$ cat src/rtl/rpm_pkg.sv
// constants and types for the reference period monitor
package rpm_pkg;
   // sample tick is one thirty-second of the system clock
   localparam int TICK_DIV = 32;
   localparam int TICK_CNT_W = 5;
   localparam int EDGE_W = 6;
   localparam int SYS_PERIOD_W = 21;
   localparam int EXP_PERIOD_W = 50;
   localparam int LIMIT_W = 20;
   localparam int MIN_SPANS = 7;
   localparam int BASE_WINDOW_MULT = 3;
   localparam int SPAN_CNT_W = 16;
   localparam int SUM_W = 80;
   // axi register byte addresses
   localparam logic [7:0] ADDR_SYS_PERIOD = 8'h00;
   localparam logic [7:0] ADDR_EXP_LO = 8'h04;
   localparam logic [7:0] ADDR_EXP_HI = 8'h08;
   localparam logic [7:0] ADDR_OUTER = 8'h0c;
   localparam logic [7:0] ADDR_INNER = 8'h10;
   localparam logic [7:0] ADDR_STATUS = 8'h14;
   localparam logic [7:0] ADDR_IRQ_STAT = 8'h18;
   localparam logic [7:0] ADDR_IRQ_MASK = 8'h1c;
   localparam logic [7:0] ADDR_CTRL = 8'h20;
   // status and event bit positions
   localparam int BIT_FAST = 0;
   localparam int BIT_SLOW = 1;
   localparam int BIT_GOOD = 2;
   localparam int BIT_FAULT = 3;
   localparam int IRQ_W = 3;
   localparam logic [1:0] RESP_OKAY = 2'h0;
   localparam logic [1:0] RESP_SLVERR = 2'h2;
   localparam logic [20:0] SYS_PERIOD_RST = 21'h0;
   localparam logic [19:0] LIMIT_RST = 20'h00010;
endpackage

$ cat src/rtl/rpm_monitor.sv
// reference period monitor with axi4-lite register slave
`timescale 1ns/10ps
//
// How it works
// comparator run with error sum above plus window flags fast
// comparator run with error sum below minus window flags slow
// comparison happens only on ticks whose edge tally is nonzero
// span timer counts precision reciprocal sample ticks per span
// outer limit faults a valid reference, inner limit unfaults it
// both limits are 20-bit reciprocals of fractional tolerance
// sample tick every 32 clocks, valued 32 times system period
// window starts at three times 32 times system period
// at least seven spans observed before good or full verdict
// window grows by 32 system periods each span after first
// observation lasts at least seven spans and until two reference edges are seen
// 6-bit edge tally, cleared on each sample tick
// error sum adds tally times expected period minus tick value
// system period 21-bit fs, expected period 50-bit fs
// end of observation clears sum, timer and tally
// limit chosen by fault state; fast and slow held to next verdict
// signed wide datapaths never overflow
module rpm_monitor
   import rpm_pkg::*;
#(
   parameter int SPAN_W = SPAN_CNT_W
)
(
   input wire logic aclk,
   input wire logic aresetn,
   input wire logic ref_clk,
   input wire logic [31:0] s_axi_awaddr,
   input wire logic s_axi_awvalid,
   output logic s_axi_awready,
   input wire logic [31:0] s_axi_wdata,
   input wire logic [3:0] s_axi_wstrb,
   input wire logic s_axi_wvalid,
   output logic s_axi_wready,
   output logic [1:0] s_axi_bresp,
   output logic s_axi_bvalid,
   input wire logic s_axi_bready,
   input wire logic [31:0] s_axi_araddr,
   input wire logic s_axi_arvalid,
   output logic s_axi_arready,
   output logic [31:0] s_axi_rdata,
   output logic [1:0] s_axi_rresp,
   output logic s_axi_rvalid,
   input wire logic s_axi_rready,
   output logic ref_fast,
   output logic ref_slow,
   output logic irq
);
   // elaboration check: span count must fit the compare logic
   if (SPAN_W < 8 || SPAN_W > 24)
   begin : g_span_w_check
      $error("span counter width out of range");
   end

   // ------------------------------------------------------------
   // registers
   // ------------------------------------------------------------
   // period settings
   logic [SYS_PERIOD_W-1:0] sys_period_q;
   logic [EXP_PERIOD_W-1:0] exp_period_q;
   // tolerance reciprocals
   logic [LIMIT_W-1:0] outer_limit_reciprocal_q;
   logic [LIMIT_W-1:0] inner_limit_reciprocal_q;
   logic enable_q;
   logic [IRQ_W-1:0] irq_stat_q;
   logic [IRQ_W-1:0] irq_mask_q;
   logic faulted_q;
   logic good_q;
   logic ev_fast, ev_slow, ev_good;

   logic aw_held_q, w_held_q;
   logic [7:0] aw_addr_q;
   logic [31:0] w_data_q;
   logic [3:0] w_strb_q;
   logic do_write;
   assign do_write = aw_held_q && w_held_q && !s_axi_bvalid;

   function automatic logic addr_ok(input logic [7:0] a);
      addr_ok = (a[1:0] == 2'h0) && (a <= ADDR_CTRL);
   endfunction

   function automatic logic [31:0] merge(input logic [31:0] old,
                                         input logic [31:0] nw,
                                         input logic [3:0] st);
      logic [31:0] r;
      r = old;
      for (int i = 0; i < 4; i++)
         if (st[i])
            r[i*8 +: 8] = nw[i*8 +: 8];
      merge = r;
   endfunction

   always_ff @(posedge aclk)
   begin
      if (!aresetn)
      begin
         aw_held_q <= 1'b0;
         w_held_q <= 1'b0;
         aw_addr_q <= 8'h00;
         w_data_q <= 32'h0;
         w_strb_q <= 4'h0;
         s_axi_awready <= 1'b0;
         s_axi_wready <= 1'b0;
         s_axi_bvalid <= 1'b0;
         s_axi_bresp <= RESP_OKAY;
      end
      else
      begin
         s_axi_awready <= !aw_held_q && !s_axi_awready && s_axi_awvalid;
         s_axi_wready <= !w_held_q && !s_axi_wready && s_axi_wvalid;
         if (s_axi_awvalid && s_axi_awready)
         begin
            aw_held_q <= 1'b1;
            aw_addr_q <= s_axi_awaddr[7:0];
         end
         if (s_axi_wvalid && s_axi_wready)
         begin
            w_held_q <= 1'b1;
            w_data_q <= s_axi_wdata;
            w_strb_q <= s_axi_wstrb;
         end
         if (do_write)
         begin
            s_axi_bvalid <= 1'b1;
            s_axi_bresp <= addr_ok(aw_addr_q) ? RESP_OKAY : RESP_SLVERR;
            aw_held_q <= 1'b0;
            w_held_q <= 1'b0;
         end
         else if (s_axi_bvalid && s_axi_bready)
            s_axi_bvalid <= 1'b0;
      end
   end

   logic [31:0] cur_w;
   always_comb
   begin
      unique case (aw_addr_q)
         ADDR_SYS_PERIOD: cur_w = {11'h0, sys_period_q};
         ADDR_EXP_LO: cur_w = exp_period_q[31:0];
         ADDR_EXP_HI: cur_w = {14'h0, exp_period_q[49:32]};
         ADDR_OUTER: cur_w = {12'h0, outer_limit_reciprocal_q};
         ADDR_INNER: cur_w = {12'h0, inner_limit_reciprocal_q};
         ADDR_IRQ_MASK: cur_w = {29'h0, irq_mask_q};
         ADDR_CTRL: cur_w = {31'h0, enable_q};
         default: cur_w = 32'h0;
      endcase
   end

   logic [31:0] wv;
   assign wv = merge(cur_w, w_data_q, w_strb_q);

   always_ff @(posedge aclk)
   begin
      if (!aresetn)
      begin
         sys_period_q <= SYS_PERIOD_RST;
         exp_period_q <= 50'h0;
         outer_limit_reciprocal_q <= LIMIT_RST;
         inner_limit_reciprocal_q <= LIMIT_RST;
         irq_mask_q <= 3'h0;
         enable_q <= 1'b0;
      end
      else if (do_write)
      begin
         unique case (aw_addr_q)
            ADDR_SYS_PERIOD: sys_period_q <= wv[SYS_PERIOD_W-1:0];
            ADDR_EXP_LO: exp_period_q[31:0] <= wv;
            ADDR_EXP_HI: exp_period_q[49:32] <= wv[17:0];
            ADDR_OUTER: outer_limit_reciprocal_q <= wv[LIMIT_W-1:0];
            ADDR_INNER: inner_limit_reciprocal_q <= wv[LIMIT_W-1:0];
            ADDR_IRQ_MASK: irq_mask_q <= wv[IRQ_W-1:0];
            ADDR_CTRL: enable_q <= wv[0];
            default: ;
         endcase
      end
   end

   // sticky events, set wins over write-one-to-clear
   logic [IRQ_W-1:0] ev_vec, clr_vec;
   assign ev_vec = {ev_good, ev_slow, ev_fast};
   assign clr_vec = (do_write && aw_addr_q == ADDR_IRQ_STAT) ?
                    (w_data_q[IRQ_W-1:0] & {IRQ_W{w_strb_q[0]}}) : 3'h0;
   always_ff @(posedge aclk)
   begin
      if (!aresetn)
      begin
         irq_stat_q <= 3'h0;
         irq <= 1'b0;
      end
      else
      begin
         irq_stat_q <= (irq_stat_q & ~clr_vec) | ev_vec;
         irq <= |(((irq_stat_q & ~clr_vec) | ev_vec) & irq_mask_q);
      end
   end

   always_ff @(posedge aclk)
   begin
      if (!aresetn)
      begin
         s_axi_arready <= 1'b0;
         s_axi_rvalid <= 1'b0;
         s_axi_rdata <= 32'h0;
         s_axi_rresp <= RESP_OKAY;
      end
      else
      begin
         s_axi_arready <= !s_axi_arready && !s_axi_rvalid && s_axi_arvalid;
         if (s_axi_arvalid && s_axi_arready)
         begin
            s_axi_rvalid <= 1'b1;
            s_axi_rresp <= addr_ok(s_axi_araddr[7:0]) ? RESP_OKAY
                                                      : RESP_SLVERR;
            unique case (s_axi_araddr[7:0])
               ADDR_SYS_PERIOD: s_axi_rdata <= {11'h0, sys_period_q};
               ADDR_EXP_LO: s_axi_rdata <= exp_period_q[31:0];
               ADDR_EXP_HI: s_axi_rdata <= {14'h0, exp_period_q[49:32]};
               ADDR_OUTER: s_axi_rdata <= {12'h0, outer_limit_reciprocal_q};
               ADDR_INNER: s_axi_rdata <= {12'h0, inner_limit_reciprocal_q};
               ADDR_STATUS: s_axi_rdata <= {28'h0, faulted_q, good_q,
                                           ref_slow, ref_fast};
               ADDR_IRQ_STAT: s_axi_rdata <= {29'h0, irq_stat_q};
               ADDR_IRQ_MASK: s_axi_rdata <= {29'h0, irq_mask_q};
               ADDR_CTRL: s_axi_rdata <= {31'h0, enable_q};
               default: s_axi_rdata <= 32'h0;
            endcase
         end
         else if (s_axi_rvalid && s_axi_rready)
            s_axi_rvalid <= 1'b0;
      end
   end

   // ------------------------------------------------------------
   // reference input and sample tick
   // ------------------------------------------------------------
   logic ref_s1_q, ref_s2_q, ref_s3_q;
   logic ref_rise;
   always_ff @(posedge aclk)
   begin
      if (!aresetn)
      begin
         ref_s1_q <= 1'b0;
         ref_s2_q <= 1'b0;
         ref_s3_q <= 1'b0;
      end
      else
      begin
         ref_s1_q <= ref_clk;
         ref_s2_q <= ref_s1_q;
         ref_s3_q <= ref_s2_q;
      end
   end
   // edges faster than half the clock are not resolvable
   assign ref_rise = ref_s2_q && !ref_s3_q;

   // divide by 32 for the sample tick
   logic [TICK_CNT_W-1:0] div_q;
   logic tick;
   assign tick = (div_q == TICK_CNT_W'(TICK_DIV - 1));
   always_ff @(posedge aclk)
   begin
      if (!aresetn || !enable_q)
         div_q <= '0;
      else
         div_q <= div_q + 1'b1;
   end

   // ------------------------------------------------------------
   // measurement datapath
   // ------------------------------------------------------------
   logic [EDGE_W-1:0] tally_q;
   logic [EDGE_W-1:0] tally_now;
   logic signed [SUM_W-1:0] error_sum_q;
   logic signed [SUM_W-1:0] error_sum_next;
   logic signed [SUM_W-1:0] tick_value;
   logic signed [SUM_W-1:0] decision_window_q;
   logic [LIMIT_W-1:0] span_tick_q;
   logic [SPAN_W-1:0] spans_q;
   logic [1:0] edges_seen_q;
   logic [LIMIT_W-1:0] limit_sel;
   logic span_end, obs_end, cmp_run, is_fast, is_slow;

   // an edge landing on the tick cycle counts into the new tally
   assign tally_now = tally_q;
   // digital tick value
   assign tick_value = SUM_W'(sys_period_q) * SUM_W'(TICK_DIV);
   // signed wide accumulation
   assign error_sum_next = error_sum_q
                         + SUM_W'(tally_now) * SUM_W'(exp_period_q)
                         - tick_value;
   // limit follows fault state
   assign limit_sel = faulted_q ? inner_limit_reciprocal_q
                                : outer_limit_reciprocal_q;
   // span ends after precision_reciprocal ticks
   assign span_end = tick && (span_tick_q + 1'b1 >= limit_sel);
   // end needs seven spans and two reference edges
   // no increment here, so a saturated span count cannot wrap
   assign obs_end = span_end && (spans_q >= SPAN_W'(MIN_SPANS - 1))
                    && (edges_seen_q == 2'h2);
   // compare only on nonzero tally
   assign cmp_run = tick && (tally_now != '0);
   // fast
   assign is_fast = error_sum_next > decision_window_q;
   // slow
   assign is_slow = error_sum_next < -decision_window_q;

   // edge tally cleared each tick
   always_ff @(posedge aclk)
   begin
      if (!aresetn || !enable_q)
         tally_q <= '0;
      else if (tick)
         tally_q <= {{(EDGE_W-1){1'b0}}, ref_rise};
      else if (ref_rise && tally_q != {EDGE_W{1'b1}})
         tally_q <= tally_q + 1'b1;
   end

   // restart on observation end
   always_ff @(posedge aclk)
   begin
      if (!aresetn || !enable_q)
      begin
         error_sum_q <= '0;
         span_tick_q <= '0;
         spans_q <= '0;
         edges_seen_q <= 2'h0;
      end
      else if (obs_end || (cmp_run && (is_fast || is_slow)))
      begin
         error_sum_q <= '0;
         span_tick_q <= '0;
         spans_q <= '0;
         edges_seen_q <= 2'h0;
      end
      else
      begin
         if (tick)
            error_sum_q <= error_sum_next;
         if (span_end)
         begin
            span_tick_q <= '0;
            if (spans_q != {SPAN_W{1'b1}})
               spans_q <= spans_q + 1'b1;
         end
         else if (tick)
            span_tick_q <= span_tick_q + 1'b1;
         if (ref_rise && edges_seen_q != 2'h2)
            edges_seen_q <= edges_seen_q + 1'b1;
      end
   end

   // window is (3 + spans) tick values
   always_ff @(posedge aclk)
   begin
      if (!aresetn || !enable_q)
         decision_window_q <= '0;
      else
         decision_window_q <= tick_value * SUM_W'(BASE_WINDOW_MULT)
                            + tick_value * SUM_W'(spans_q);
   end

   // verdict held until the next one
   always_ff @(posedge aclk)
   begin
      if (!aresetn)
      begin
         ref_fast <= 1'b0;
         ref_slow <= 1'b0;
         good_q <= 1'b0;
         faulted_q <= 1'b0;
      end
      else if (cmp_run && (is_fast || is_slow))
      begin
         ref_fast <= is_fast;
         ref_slow <= is_slow;
         good_q <= 1'b0;
         faulted_q <= 1'b1;
      end
      else if (obs_end)
      begin
         ref_fast <= 1'b0;
         ref_slow <= 1'b0;
         good_q <= 1'b1;
         faulted_q <= 1'b0;
      end
   end

   assign ev_fast = cmp_run && is_fast;
   assign ev_slow = cmp_run && is_slow;
   assign ev_good = obs_end && !(cmp_run && (is_fast || is_slow));

   // ------------------------------------------------------------
   // checks
   // ------------------------------------------------------------
   fast_flag_a: assert property (
      @(posedge aclk) disable iff (!aresetn)
      ev_fast |=> ref_fast && !ref_slow)
      else $error("fast verdict not flagged");
   slow_flag_a: assert property (
      @(posedge aclk) disable iff (!aresetn)
      ev_slow |=> ref_slow && !ref_fast)
      else $error("slow verdict not flagged");
   // a good verdict may land on an empty tick and clear the flags
   zero_tally_a: assert property (
      @(posedge aclk) disable iff (!aresetn)
      tick && tally_q == '0 && !obs_end
      |=> $stable(ref_fast) && $stable(ref_slow))
      else $error("verdict changed on empty tally");
   tick_spacing_a: assert property (
      @(posedge aclk) disable iff (!aresetn)
      tick && enable_q |=> !tick [*8])
      else $error("sample ticks too close");
   // window register lags the span count by one cycle
   first_window_a: assert property (
      @(posedge aclk) disable iff (!aresetn)
      enable_q && $past(enable_q) && spans_q == '0 && $stable(spans_q)
      && $stable(sys_period_q)
      |-> decision_window_q == tick_value * SUM_W'(BASE_WINDOW_MULT))
      else $error("first window wrong");
   min_spans_a: assert property (
      @(posedge aclk) disable iff (!aresetn)
      ev_good |-> spans_q >= SPAN_W'(MIN_SPANS - 1))
      else $error("good declared too early");
   restart_a: assert property (
      @(posedge aclk) disable iff (!aresetn)
      obs_end && enable_q |=> error_sum_q == '0 && spans_q == '0)
      else $error("observation not restarted");
   tally_clear_a: assert property (
      @(posedge aclk) disable iff (!aresetn)
      tick |=> tally_q <= EDGE_W'(1))
      else $error("tally not cleared on tick");
   irq_level_a: assert property (@(posedge aclk) disable iff (!aresetn)
      ##1 irq == |(irq_stat_q & $past(irq_mask_q)))
      else $error("interrupt level wrong");
endmodule // rpm_monitor

$ cat config.mk
export PLATFORM = sky130hd
export DESIGN_NAME = rpm_monitor
export DESIGN_NICKNAME = d
export VERILOG_FILES = /design/src/rtl/rpm_pkg.sv /design/src/rtl/rpm_monitor.sv
export SDC_FILE = /design/constraint.sdc
export NUM_CORES = 2
export LEC_CHECK = 0
export BUFFER_PORTS_ARGS = -buffer_cell sky130_fd_sc_hd__buf_2
export CORE_UTILIZATION = 60
export DETAILED_ROUTE_END_ITERATION = 8
export HOLD_SLACK_MARGIN = 0.06
export PLACE_DENSITY = 0.86
export SLEW_MARGIN = 20
export SYNTH_ARGS = -nofsm -noshare
export SYNTH_HDL_FRONTEND = slang
export SYNTH_SLANG_ARGS = --single-unit
$ cat constraint.sdc
create_clock -name aclk -period 23.4 [get_ports aclk]
set_input_delay 0 -clock aclk [delete_from_list [all_inputs] [get_ports aclk]]
set_output_delay 0 -clock aclk [all_outputs]
set_load 0.005 [all_outputs]
==> results.yml <==
critical_path:
  cpMaxStageDelayCell: "dfxtp_1"
  path_max_fanout: 56
  endpoint_kind: "flip-flop"
  max_stage_delay_ns: 0.85
  arrival_ns: 11.85
  crit_required_ns: 23.81
  cp-start-kind: "flip-flop"
  worst_path_most_repeated_cell: "a21oi_1"
  crit_type: "flip-flop to flip-flop"
routing:
  totalWireLength_um: 143000
  drtIter0Drc: 4755
  drtPass1Iterations: 9
  post-route-drc-count: 4
  routedWlPerCell_um: 21.0
  vias_per_cell: 6.22
  ant_nets: 0
  vias: 42500
floorplanning:
  start_util: 0.610
  ios: 152
  coreArea_um2: 76500
  die_x_um: 281
  rows: 101
  die_height_um: 281
  dieArea_um2: 78900
sta:
  finalSetupTns_ns: 0
  rsz0062_at_grt: "no"
  max_freq_mhz: 87.4
  slew_viol_final: 0
  slew-limit-headroom: 0.149
  tightest_slew_ns: 1.27
  min_period_over_period: 0.489
  hold_violations: 0
  timing.final.ws_setup_ns: 11.96
  final-setup-viol-count: 0
  fin_skew_ns: 0.0628
  fin_crit_ns: 11.44
yosys:
  synth_edf_count: 0
  async_reset_ff_frac: 0
  ys_ff_latch: 378
  ys_types: 88
  ys_warn_count: 0
  yosysSeqAreaShare: 0.162
  synth_ff_type: "dfxtp_1"
  synth_area_um2: 46700
  synth_area_leaders: "fa_1 (23%), dfxtp_1 (16%), ha_1 (12%)"
  synth_top_area_frac: 0.230
  netlist_instances: 5791
  synth_area_per_cell_um2: 8.06
  post-synth-top-area-cell: "fa_1"
finish:
  fin_nets: 6853
  regArea_um2: 7570
  drive_above_1_share: 0.0513
  final_util: 0.658
  synthToLayoutAreaGrowth_pct: 7.74
  fin_cells: 6837
  fill_cells: 5875
  multiInputGateArea_um2: 34900
grt:
  antenna_found_initial: 8
  grt_usage: 0.365
  grt_pass1_wl_um: 227000
  grt_pass1_vias: 42700
  grt-ovfl-total: 0
  grt_max_degree: 104
cts:
  clkTransAtPathRegs_ns: 0.07
  clock_sinks: 378
  cts-root-buf: "clkbuf_16"
  cts_buffers: 42
  cts_tree: "built"
  cts_max_level: 2
  ctsResizeCount: 0
  worstSkewPairLatency_ns: 0.63
  clockBufferDepth: 3
place:
  dpl.hpwl_um: 105000
  port_buffers: 101
  dp_slack_ns: 12.43
  placedCellCount: 6661
  routabilityCongestion: 1.02
pwr:
  ir_drop_mv: 0.0606
  power_uw: 1460
  leakage_uw: 0.0234
  pwr_density_cell_nw_per_um2: 29.0
outcome:
  outcome: "complete, but fails checks"
  violations: "DRC"
job:
  cap_viol_max_count: 0
worst_hold_path:
  min_path_type: "input pin to flip-flop"
-- layer usage --
| layer | vias up | wire [µm] | track usage |
|---|---|---|---|
| met3 | 637 | 15800 | 0.0849 |
| met1 | 20600 | 53600 | 0.454 |
| met5 | - | 14 | 0 |
| met4 | 4 | 9730 | 0.218 |
| li1 | 18900 | - | - |
| met2 | 2440 | 64300 | 0.575 |
-- worst max-delay path, delay by kind of cell, from the launching register on --
family                   cells  cell delay (ns)
AND/OR/NAND/NOR              6             1.42
AO/OA/AOI/OAI               15             4.16
multiplexers                 1             0.17
buffers and inverters        6             1.84
flip-flops                   1             0.85
adder cells (fa/ha/maj)      6             2.63
-- cell type report --
type / instances / area share
Timing Repair Buffer: 274 / 0.0408
Antenna cell: 1 / 0.0000498
Clock buffer: 55 / 0.0233
Multi-Input combinational cell: 4293 / 0.694
Clock inverter: 21 / 0.00660
Inverter: 785 / 0.0587
Tap cell: 1030 / 0.0256
Sequential cell: 378 / 0.151
-- power by group --
part | internal, µW | total, µW | switching, µW
logic | 30.0 | 72.8 | 42.8
registers | 646 | 651 | 4.37
clock network | 424 | 736 | 313
total | 1100 | 1460 | 360
-- layout by cell type, fill, tap and decap left out, types with 58 or more instances in the layout --
cell type | synthesis | layout
nand4_1 | 58 | 58
nor4_1 | 78 | 77
fa_1 | 535 | 535
nand3_1 | 105 | 105
nor2_1 | 344 | 342
and2_1 | 212 | 212
a21oi_1 | 382 | 382
a21o_1 | 98 | 98
inv_1 | 784 | 783
dlygate4sd3_1 | 0 | 99
xor2_1 | 87 | 87
xnor2_1 | 147 | 147
mux2i_1 | 138 | 138
ha_1 | 436 | 435
o21ai_0 | 138 | 137
buf_4 | 2 | 74
dfxtp_1 | 378 | 372
nand2_1 | 959 | 958
buf_2 | 10 | 101
nor3_1 | 74 | 71
-- final timing paths --
path	from	endpoint	slack, ns	cells past startpoint
worst min-delay path	s_axi_araddr[5]	s_axi_rdata[0]$_SDFFE_PN0P_	0.17	7
worst max-delay path	tally_now[4]$_SDFFE_PP0P_	error_sum_q[79]$_SDFFE_PP0P_	11.96	34
worst max register to register	tally_now[4]$_SDFFE_PP0P_	error_sum_q[79]$_SDFFE_PP0P_	11.96	34
worst min register to register	ref_s1_q$_SDFF_PN0_	ref_s2_q$_SDFF_PN0_	0.47	1
-- synthesized netlist by cell type (all sizes together), types with 22 or more instances --
| master | number |
|---|---|
| nand2 | 959 |
| inv | 784 |
| fa | 535 |
| ha | 436 |
| a21oi | 382 |
| dfxtp | 378 |
| nor2 | 353 |
| clkbuf | 276 |
| and2 | 213 |
| xnor2 | 147 |
| o21ai | 142 |
| mux2i | 138 |
| nand3 | 105 |
| a21o | 98 |
| xor2 | 88 |
| nor4 | 81 |
| nor3 | 74 |
| buf | 60 |
| nand4 | 58 |
| a211oi | 50 |
| a22oi | 42 |
| and3 | 38 |
| o21bai | 35 |
| a221o | 34 |
| nand2b | 27 |
| o211ai | 22 |
-- registers in the layout, indices dropped and copies added, names as in the netlist, 2 cells and up --
register                  cells
w_data_q                     32
w_strb_q                      4
decision_window_q            38
inner_limit_reciprocal_q     20
irq_stat_q                    3
error_sum_q                  80
irq_mask_q                    3
outer_limit_reciprocal_q     20
tally_now                     6
edges_seen_q                  2
spans_q                      16
sys_period_q                 21
exp_period_q                 50
div_q                         5
span_tick_q                  20
aw_addr_q                     8
s_axi_rdata                  32
-- kinds of logic after synthesis --
family,count (synthesis),synth area share
compound gates,949,0.129
xor+xnor,238,0.0457
fa+ha+maj,971,0.346
buf+inv,1121,0.0911
flops,378,0.162
mux,141,0.0303
other cells,1,0.0000804
simple gates,1992,0.195
-- timing repair --
action,CTS,global route
hold endpoints to repair,82,0
setup buffers,0,0
hold buffers,99,0
-- per-stage QoR --
stage	cell area, µm²	hold slack (ns)
floorplan	46700	0.127
global placement	47800	0.231
detailed placement	47800	0.233
CTS	50300	0.134
global route	50300	0.196
finish	50300	0.170
Power figures use the tool's default switching activity.
